## src/verilog/uio_pkg.sv

```systemverilog
// package: constants and types for the uart interrupt and overrun logic
`default_nettype none
package uio_pkg;
	// register offsets on the plain register port
	localparam logic [3:0] ADDR_TXDATA = 4'h0;
	localparam logic [3:0] ADDR_RXDATA = 4'h1;
	localparam logic [3:0] ADDR_STATUS = 4'h2;
	localparam logic [3:0] ADDR_CTRL = 4'h3;
	localparam logic [3:0] ADDR_DIVLO = 4'h4;
	localparam logic [3:0] ADDR_DIVHI = 4'h5;
	localparam logic [3:0] ADDR_ADDR = 4'h6;
	// status field positions
	localparam int ST_RDA = 7;
	localparam int ST_TXE = 2;
	localparam int ST_BRK = 3;
	localparam int ST_OVR = 4;
	localparam int ST_FRM = 5;
	localparam int ST_TMR = 1;
	// control field positions
	localparam int CT_EN = 0;
	localparam int CT_RIE = 1;
	localparam int CT_TIE = 2;
	localparam int CT_EIE = 3;
	localparam int CT_MULTIDROP_ADDRESSING_ENABLE = 4;
	localparam int CT_MPAO = 5;
	// reset values
	localparam logic [7:0] CTRL_RST = 8'h00;
	localparam logic [15:0] DIV_RST = 16'h0001;
	localparam logic [7:0] ADDR_RST = 8'h00;
	// index of the last data bit shifted out; the stop bit follows at the next tick
	localparam int TX_LATENCY_BITS = 7;
	typedef enum logic [2:0] {
		TX_IDLE = 3'b001,
		TX_SHIFT = 3'b010,
		TX_STOP = 3'b100
	} uio_tx_state_type;
endpackage : uio_pkg
`default_nettype wire

```

## src/verilog/uio_buf_if.sv

```systemverilog
// interface: valid/ready word path into the two-entry buffer
`timescale 1ns/100ps
`default_nettype none
interface uio_buf_if;
	logic valid;
	logic ready;
	logic [10:0] data; // address-byte mark, break, framing error, character
	modport src (output valid, output data, input ready);
	modport snk (input valid, input data, output ready);
endinterface : uio_buf_if
`default_nettype wire

```

## src/verilog/uio_skid.sv

```systemverilog
// module: two-entry buffer holding received characters and their flags
`timescale 1ns/100ps
`default_nettype none
module uio_skid (
	// clock and reset
	input wire logic core_clk,
	input wire logic srst,
	// filling side
	uio_buf_if.snk in_if,
	// draining side
	output logic out_valid,
	input wire logic out_ready,
	output logic [10:0] out_data
);
	typedef struct packed {
		logic [1:0][10:0] mem;
		logic [1:0] cnt;
		logic rd;
		logic wr;
	} uio_skid_type;
	uio_skid_type st_r, st_nxt;

	assign in_if.ready = (st_r.cnt != 2'd2);
	assign out_valid = (st_r.cnt != 2'd0);
	assign out_data = st_r.mem[st_r.rd];

	// push and pop with honest occupancy
	always_comb begin
		logic push;
		logic pop;
		push = 1'b0;
		pop = 1'b0;
		st_nxt = st_r;
		push = in_if.valid && (st_r.cnt != 2'd2);
		pop = out_ready && (st_r.cnt != 2'd0);
		if (push) begin
			st_nxt.mem[st_r.wr] = in_if.data;
			st_nxt.wr = ~st_r.wr;
		end
		if (pop) begin
			st_nxt.rd = ~st_r.rd;
		end
		if (push && !pop) begin
			st_nxt.cnt = st_r.cnt + 2'd1;
		end else if (pop && !push) begin
			st_nxt.cnt = st_r.cnt - 2'd1;
		end
	end

	// state register
	always_ff @(posedge core_clk) begin
		if (srst) begin
			st_r <= '0;
		end else begin
			st_r <= st_nxt;
		end
	end
endmodule // uio_skid
`default_nettype wire

```

## src/verilog/uio_core.sv

```systemverilog
// module: uart interrupt, transmit-empty and receive overrun handling
`timescale 1ns/100ps
`default_nettype none
module uio_core (
	// clock and reset
	input wire logic core_clk,
	input wire logic srst,
	// register port
	input wire logic [3:0] reg_addr,
	input wire logic [7:0] reg_wdata,
	input wire logic reg_wr,
	input wire logic reg_rd,
	output logic [7:0] reg_rdata,
	// serial line
	output logic txd,
	input wire logic rx_done,
	input wire logic [7:0] rx_char,
	input wire logic rx_frame_err,
	input wire logic rx_break,
	input wire logic rx_is_addr,
	output logic rx_ready,
	// interrupt requests
	output logic irq_tx,
	output logic irq_rx
);
	typedef struct packed {
		logic [7:0] rdata;
		logic [7:0] ctrl;
		logic [15:0] div;
		logic [15:0] cnt;
		logic [7:0] my_addr;
		logic [7:0] thr;
		logic thr_full;
		logic tx_holding_empty;
		uio_pkg::uio_tx_state_type txs;
		logic [8:0] shreg;
		logic [3:0] bitn;
		logic txd;
		logic [7:0] rbuf;
		logic rx_byte_available;
		logic ovr_pending;
		logic brk_pending;
		logic overrun;
		logic break_seen;
		logic frame_err;
		logic tmr_flag;
		logic addr_match;
		logic irq_tx;
		logic irq_rx;
	} uio_core_type;
	uio_core_type st_r, st_nxt;

	uio_buf_if bif ();
	logic bo_valid;
	logic bo_ready;
	logic [10:0] bo_data;

	// incoming characters go through the buffer so a slow drain loses none;
	// the address-byte mark travels with its character, the pin may move on
	assign bif.valid = rx_done;
	assign bif.data = {rx_is_addr, rx_break, rx_frame_err, rx_char};
	assign rx_ready = bif.ready;

	uio_skid u_skid (
		.core_clk(core_clk),
		.srst(srst),
		.in_if(bif),
		.out_valid(bo_valid),
		.out_ready(bo_ready),
		.out_data(bo_data)
	);

	function automatic logic is_sel(input logic [3:0] a, input logic [3:0] off);
		return a == off;
	endfunction

	// buffer drains one word per cycle into the receive data logic
	assign bo_ready = 1'b1;

	assign reg_rdata = st_r.rdata;
	assign txd = st_r.txd;
	assign irq_tx = st_r.irq_tx;
	assign irq_rx = st_r.irq_rx;

	// next-state logic for all registers
	always_comb begin
		logic tick;
		logic en;
		logic rd_data;
		logic rd_stat;
		logic rx_evt;
		logic rx_data_int;
		logic err_int;
		tick = 1'b0;
		en = 1'b0;
		rd_data = 1'b0;
		rd_stat = 1'b0;
		rx_evt = 1'b0;
		rx_data_int = 1'b0;
		err_int = 1'b0;
		st_nxt = st_r;
		st_nxt.irq_tx = 1'b0;
		st_nxt.irq_rx = 1'b0;
		en = st_r.ctrl[uio_pkg::CT_EN];

		// baud divider: bit-period tick, or timer when the port is off
		if (st_r.cnt >= st_r.div) begin
			st_nxt.cnt = 16'h0001;
			tick = 1'b1;
		end else begin
			st_nxt.cnt = st_r.cnt + 16'h0001;
		end
		if (tick && !en) begin
			st_nxt.tmr_flag = 1'b1;
		end

		// register writes
		if (reg_wr) begin
			if (is_sel(reg_addr, uio_pkg::ADDR_TXDATA)) begin
				st_nxt.thr = reg_wdata;
				st_nxt.thr_full = 1'b1;
				st_nxt.tx_holding_empty = 1'b0;
			end else if (is_sel(reg_addr, uio_pkg::ADDR_CTRL)) begin
				st_nxt.ctrl = reg_wdata;
			end else if (is_sel(reg_addr, uio_pkg::ADDR_DIVLO)) begin
				st_nxt.div[7:0] = reg_wdata;
			end else if (is_sel(reg_addr, uio_pkg::ADDR_DIVHI)) begin
				st_nxt.div[15:8] = reg_wdata;
			end else if (is_sel(reg_addr, uio_pkg::ADDR_ADDR)) begin
				st_nxt.my_addr = reg_wdata;
			end
		end

		// register reads, data one cycle later
		st_nxt.rdata = 8'h00;
		if (reg_rd) begin
			if (is_sel(reg_addr, uio_pkg::ADDR_RXDATA)) begin
				st_nxt.rdata = st_r.rbuf;
				rd_data = 1'b1;
			end else if (is_sel(reg_addr, uio_pkg::ADDR_STATUS)) begin
				st_nxt.rdata[uio_pkg::ST_RDA] = st_r.rx_byte_available;
				st_nxt.rdata[uio_pkg::ST_TXE] = st_r.tx_holding_empty;
				st_nxt.rdata[uio_pkg::ST_BRK] = st_r.break_seen;
				st_nxt.rdata[uio_pkg::ST_OVR] = st_r.overrun;
				st_nxt.rdata[uio_pkg::ST_FRM] = st_r.frame_err;
				st_nxt.rdata[uio_pkg::ST_TMR] = st_r.tmr_flag;
				rd_stat = 1'b1;
			end else if (is_sel(reg_addr, uio_pkg::ADDR_CTRL)) begin
				st_nxt.rdata = st_r.ctrl;
			end else if (is_sel(reg_addr, uio_pkg::ADDR_DIVLO)) begin
				st_nxt.rdata = st_r.div[7:0];
			end else if (is_sel(reg_addr, uio_pkg::ADDR_DIVHI)) begin
				st_nxt.rdata = st_r.div[15:8];
			end else if (is_sel(reg_addr, uio_pkg::ADDR_ADDR)) begin
				st_nxt.rdata = st_r.my_addr;
			end
		end
		// status read clears the sticky error flags and timer flag
		if (rd_stat) begin
			st_nxt.overrun = 1'b0;
			st_nxt.break_seen = 1'b0;
			st_nxt.frame_err = 1'b0;
			st_nxt.tmr_flag = tick && !en; // a tick in the read cycle wins
		end

		// read of the pending byte releases deferred overrun status
		if (rd_data) begin
			st_nxt.rx_byte_available = 1'b0;
			if (st_r.ovr_pending) begin
				st_nxt.overrun = 1'b1;
				st_nxt.break_seen = st_r.brk_pending;
				st_nxt.rx_byte_available = 1'b1;
				st_nxt.ovr_pending = 1'b0;
				st_nxt.brk_pending = 1'b0;
			end
		end

		// receive side: new character from the buffer, set wins over clear
		if (bo_valid && en) begin
			rx_evt = 1'b1;
			if (st_r.rx_byte_available && !rd_data) begin
				st_nxt.ovr_pending = 1'b1;
				st_nxt.brk_pending = bo_data[9];
				err_int = 1'b1;
			end else begin
				st_nxt.rbuf = bo_data[7:0];
				st_nxt.rx_byte_available = 1'b1;
				st_nxt.frame_err = st_nxt.frame_err | bo_data[8];
				st_nxt.break_seen = st_nxt.break_seen | bo_data[9];
				err_int = bo_data[8] | bo_data[9];
				rx_data_int = 1'b1;
			end
			// multidrop: address bytes update the match, data gated by it
			if (st_r.ctrl[uio_pkg::CT_MULTIDROP_ADDRESSING_ENABLE]) begin
				if (bo_data[10]) begin
					st_nxt.addr_match = (bo_data[7:0] == st_r.my_addr);
					rx_data_int = rx_data_int && !st_r.ctrl[uio_pkg::CT_MPAO];
				end else begin
					rx_data_int = rx_data_int && st_r.addr_match;
				end
			end
		end

		// receive interrupt: data source and error sources enabled apart
		st_nxt.irq_rx = (rx_evt && rx_data_int && st_r.ctrl[uio_pkg::CT_RIE])
			|| (err_int && st_r.ctrl[uio_pkg::CT_EIE])
			|| (rd_data && st_r.ovr_pending && st_r.ctrl[uio_pkg::CT_EIE])
			|| (tick && !en && st_r.ctrl[uio_pkg::CT_RIE]);

		// transmitter: empty flag rises after the start bit leaves
		case (st_r.txs)
			uio_pkg::TX_IDLE: begin
				st_nxt.txd = 1'b1;
				if (en && st_r.thr_full && tick) begin
					st_nxt.shreg = {st_r.thr, 1'b0};
					st_nxt.bitn = 4'd0;
					st_nxt.txs = uio_pkg::TX_SHIFT;
					st_nxt.txd = 1'b0;
				end
			end
			uio_pkg::TX_SHIFT: begin
				if (tick) begin
					if (st_r.bitn == 4'd0 && !(reg_wr && is_sel(reg_addr, uio_pkg::ADDR_TXDATA))) begin
						st_nxt.thr_full = 1'b0;
						st_nxt.tx_holding_empty = 1'b1;
						st_nxt.irq_tx = st_r.ctrl[uio_pkg::CT_TIE];
					end
					st_nxt.shreg = {1'b1, st_r.shreg[8:1]};
					st_nxt.txd = st_r.shreg[1];
					st_nxt.bitn = st_r.bitn + 4'd1;
					if (st_r.bitn == 4'(uio_pkg::TX_LATENCY_BITS + 1)) begin
						st_nxt.txd = 1'b1;
						st_nxt.txs = uio_pkg::TX_STOP;
					end
				end
			end
			uio_pkg::TX_STOP: begin
				if (tick) begin
					st_nxt.txs = uio_pkg::TX_IDLE;
				end
			end
			default: begin
				st_nxt.txs = uio_pkg::TX_IDLE;
			end
		endcase
	end

	// state register
	always_ff @(posedge core_clk) begin
		if (srst) begin
			st_r <= '0;
			st_r.ctrl <= uio_pkg::CTRL_RST;
			st_r.div <= uio_pkg::DIV_RST;
			st_r.my_addr <= uio_pkg::ADDR_RST;
			st_r.cnt <= 16'h0001;
			st_r.txs <= uio_pkg::TX_IDLE;
			st_r.txd <= 1'b1;
			st_r.tx_holding_empty <= 1'b1;
		end else begin
			st_r <= st_nxt;
		end
	end
endmodule // uio_core
`default_nettype wire

```

## config.mk

```make
export PLATFORM = sky130hd
export DESIGN_NAME = uio_core
export DESIGN_NICKNAME = d
export VERILOG_FILES = /design/src/verilog/uio_pkg.sv /design/src/verilog/uio_buf_if.sv /design/src/verilog/uio_skid.sv /design/src/verilog/uio_core.sv
export SDC_FILE = /design/constraint.sdc
export NUM_CORES = 1
export LEC_CHECK = 0
export BUFFER_PORTS_ARGS = -buffer_cell sky130_fd_sc_hd__buf_2
export CAP_MARGIN = 30
export CORE_UTILIZATION = 50
export CTS_BUF_LIST = sky130_fd_sc_hd__clkbuf_16
export DETAILED_ROUTE_END_ITERATION = 16
export PLACE_DENSITY = 0.67
export SLEW_MARGIN = 5
export SYNTH_ARGS = -nofsm -noshare
export SYNTH_HDL_FRONTEND = slang
export SYNTH_HIERARCHICAL = 1
export SYNTH_SLANG_ARGS = --single-unit
```

## constraint.sdc

```tcl
create_clock -name core_clk -period 2.65 [get_ports core_clk]
set_input_delay 0.53 -clock core_clk [delete_from_list [all_inputs] [get_ports core_clk]]
set_output_delay 0.53 -clock core_clk [all_outputs]
set_load 0.01 [all_outputs]
```

-- Yosys cells after proc, flatten, opt, wreduce, memory -nomap -nowiden
Cells that the tools add are included.
- word-level logic and storage cells: 164
- register bits after elaboration: 127
- input bits: 28
- bitwise logic cells: 14
- order comparisons: 4
- add/subtract/negate cells: 4
- multiplexer cells: 50
- reduce and logical (&&, ||, !) cells: 47
- equality and inequality tests: 16
- operators with widths (operator ; count):
    $mux 8 ; 5
    $mux 11 ; 3
    $pmux 14 s2 ; 1
    $bwmux 22 ; 1
    $mux 1 ; 20
    $logic_and 1x1->1 ; 19
    $mux 19 ; 1
    $mux 2 ; 9
    $mux 17 ; 1
    $add 16x1->16 const B ; 1
    $ge 16x16->1 ; 1
    $mux 5 ; 3
    $eq 4x3->1 const B ; 3
    $demux 11 s1 ; 1
    $not 1->1 ; 11
    $ne 2x2->1 const B ; 5
    $mux 3 ; 3
    $pmux 3 s3 ; 1
    $reduce_and 3->1 ; 3
    $eq 4x2->1 const B ; 2
    $eq 8x8->1 ; 1
    $logic_not 4->1 ; 2
    $reduce_and 4->1 ; 2
    $reduce_bool 2->1 ; 4
    19 further kinds ; 32

-- Longest topological paths before layout
- word-level depth: 16
- depth in mapped cells: 10
- depth with buffers taken out: 8

-- Modules after synthesis
Netlist, hierarchy kept.
- modules (own cells, without submodules) (module ; times used ; cells each ; sequential area each (um2) ; area an instance (um2)):
    uio_core ; 1 ; 556 ; 2001.9 ; 4934.7
    uio_skid ; 1 ; 132 ; 520.5 ; 1246.2

-- Worst setup path after synthesis
No wires, ideal clock.
- kind: register -> register
- start: register st_r[53] (netlist name)
- end: register txd (netlist name)
- stages on the path, launching flop included: 10
- clock period less this slack: 2.090 ns
- buffers on the path: 1
- arrival time: 1.962 ns
- slack: 0.560 ns
- library setup time: 0.129 ns
- cells stage by stage: dfxtp_1 inv_1 ha_1 nand2b_4 a211oi_2 o221ai_2 a221o_1 buf_6 a2111oi_2 a21oi_1

==> impl_results.md <==
- Post-Syn Instances: 688
- GP Congestion: 0.836
- Clk slew on worst S/H paths: 0.05 ns
- Vias post-DR: 4990
- Post-route DRC: 0
- Yosys warns: 6
- IO Port Bufs: 39
- Wirelength per Cell: 16.8 um
- CTS resizes: 0
- Int Power: 3.54 mW
- Vias in the first global route: 4733
- Die X: 113 um
- PwrDens: 703 nW/um^2
- CTS tree: built
- Worst flop-to-flop path startpoint: st_r[84]
- Global-route wire length before repair: 23500 um
- Worst reg-to-reg path cell count: 8
- Leak pwr: 2.50 nW
- NetSw: 1.34 mW
- TritonRoute pass-1 iters: 5
- Crit Path Max Fanout: 11
- Initial Util: 51.5%
- Min-Delay Endpoint: u_skid/st_r[22]
- Sw Share: 27.4%
- Final core occ: 57.8%
- Hold Startpoint: rx_char[7]
- Post-CTS Setup Bufs: 0
- Hpwl dp: 10300 um
- Async SR Flop Fraction: 0%
- Tightest Pin Transition: 0.601 ns
- CP startpoint kind: flip-flop
- Crit path cell chain: inv_1 > ha_1 > and4_1 > nand2_1 > a21oi_2 > a221o_1 > o21ai_4 > a221o_1
- Final TNS setup: 0 ns
- Min-Delay Path Class: in2reg
- Most used DFF post-synth: dfxtp_1
- Post-CTS Hold Buffers: 0
- Synth Cell Area: 6180 um^2
- Req. time, crit path: 2.95 ns
- Crit end category: flip-flop
- Combinational fraction of design power: between 10% and 20%
- Dpl cells: 836
- TritonCTS sink count: between 100 and 150
- Outcome: complete, no violations
- Initial antenna violation count: 0
- Cell variety after synth: 66
- GRT overflow: 0
- Worst Hold Slack: 0.393 ns
- Final Slew Violations: 0
- Nets: around 760
- Mapped Nets: 736
- GRT Total Usage: 23.8%
- Core Region: 12000 um^2
- Post-route antenna net violation count: 0
- Final Setup Violations: 0
- Longest Clk Path Bufs: 2
- Slew headroom: about three fifths
- Fin crit share: 90.9%
- Clock latency on the worst-skew pair: 0.41 ns
- CTS Buf Count: 17
- Fraction of layout cells with a size suffix above 1: 16.0%
- Crit Path Category: reg2reg
- Seq pwr share: between 40 and 50%
- Critical-path top delay cell: a221o_1
- RSZ-0062 raised after global routing: false
- # rows: 40
- Die area: around 13000 um^2
- CTS Root Cell: clkbuf_16
- EDFF count, synth: 0
- FMAX: 415 MHz
- Tmin final: 2.41 ns
- Vias per cell: between 5 and 6
- Post-Place Setup Slack: between 0.2 and 0.3 ns
- FF-to-FF setup slack: 0.24 ns
- Diode count: 0
- Clock Skews: between 0.008 and 0.009 ns
- WP data arrival: 2.71 ns
- Most frequent cell on the critical path: a221o_1
- Sequential share of the synthesized area: 40.8%
- Final WL: 14600 um
- Pin count of the biggest net entering global routing: 57
- Max rail drop VDD: 479 uV
- Total of max-cap violations: 0
- Layout Cells excl Fill: 868
- Buf+Inv Stages, Crit Path: 1
- Area Growth Syn to Fin: 12.3%
- IO Pins: 40
- Iter 0 DRT Violations: 363
- Clock share of power: 42.3%
- Worst R2R End: st_r[21]
- Synthesis-stage register bit count: between 100 and 150
- Cell count of the worst hold path: 3
- Final hold violations: 0
- Most frequent cells in the layout: dfxtp_1, nor2_1, mux2i_1
- Die height: between 100 and 150 um
- Commonest non-fill, non-tap cell in the layout: dfxtp_1
- Final worst slack: 0.242 ns
- CP delay by family, top: compound AO/OA/AOI/OAI gates
- H-Tree Depth: 4
- Syn Area/Cell: between 8 and 9 um^2
- Critical Path Max Stage Delay: roughly 0.50 ns
-- worst reg2reg max path: stages (launching register included) --
cell and delay, ns:
dfxtp_1 0.35, inv_1 0.05, ha_1 0.31, and4_1 0.27, nand2_1 0.09, a21oi_2 0.15, a221o_1 0.50, o21ai_4 0.23
a221o_1 0.35
-- metrics by stage --
stage / power [mW] / cell area (um^2)
finish: 4.88 / 6940
CTS: 4.91 / 6940
global route: 5.09 / 6940
global placement: 2.82 / 6410
detailed placement: 2.84 / 6410
floorplan: 2.65 / 6180
-- synth_stat cells (all sizes together), types with 18 or more instances --
| cell | count | area (um^2) |
|---|---|---|
| a21oi | 40 | 204 |
| buf | 20 | 145 |
| clkbuf | 27 | 101 |
| dfxtp | 126 | 2520 |
| ha | 20 | 250 |
| inv | 34 | 128 |
| mux2i | 50 | 500 |
| nand2 | 47 | 176 |
| nand2b | 29 | 191 |
| nand3 | 23 | 115 |
| nor2 | 74 | 280 |
| nor2b | 18 | 120 |
| o21ai | 44 | 231 |
-- worst max path at each step --
| stage | cells after the start | slack, ns | to | start |
|---|---|---|---|---|
| floorplan | 9 | 0.56 | txd | st_r[53] |
| global placement | 8 | 0.32 | st_r[21] | st_r[84] |
| detailed placement | 8 | 0.29 | st_r[21] | st_r[84] |
| CTS | 8 | 0.26 | st_r[21] | st_r[84] |
| global route | 8 | 0.07 | st_r[21] | st_r[84] |
| finish | 8 | 0.24 | st_r[21] | st_r[84] |
-- kinds of logic (layout without fill, tap and decap cells) --
| family | after synthesis | count (layout) | synth area share, % |
|---|---|---|---|
| xor+xnor | 24 | 24 | 3.40 |
| compound gates | 138 | 138 | 15.4 |
| buf+inv | 81 | 114 | 6.05 |
| mux | 61 | 61 | 10.1 |
| other cells | 1 | 1 | 0.0607 |
| flops | 126 | 126 | 40.8 |
| simple gates | 237 | 237 | 20.1 |
| fa+ha+maj | 20 | 20 | 4.05 |
-- sequential cells by signal, summed over array words and instances (netlist names) --
register / flops
st_r: 89
u_skid/st_r: 26
reg_rdata: 8
irq_rx: 1
irq_tx: 1
txd: 1
-- routing by layer --
metal | vias up | routed length (um) | GRT usage, % | share of wire [%]
li1 | 2445 | - | - | -
met1 | 2365 | 6750 | 31.4 | 46
met2 | 157 | 6880 | 38.3 | 47
met3 | 23 | 745 | 5.36 | 5.1
met4 | 0 | 227 | 8.68 | 1.6
met5 | - | 0 | 0 | 0
-- power groups by stage --
| stage | Sequential (mW) | Combinational, mW | Clock (mW) |
|---|---|---|---|
| final | 2.07 | 0.751 | 2.07 |
| after detailed placement | 2.10 | 0.741 | 0 |
| after global routing | 2.07 | 0.812 | 2.20 |
| after floorplan | 2.06 | 0.584 | 0 |
| after CTS | 2.06 | 0.746 | 2.10 |
| after global placement | 2.10 | 0.727 | 0 |
-- cell type report --
type | instances | area (um^2)
fillers | 1094 | 5070
multi-input cells | 481 | 3280
flip-flops and latches | 126 | 2520
clock buffers | 17 | 425
repair buffers | 48 | 290
well taps | 147 | 184
inverters | 34 | 128
clock inverters | 15 | 108
Note: power is estimated with default switching activity, not from simulation.
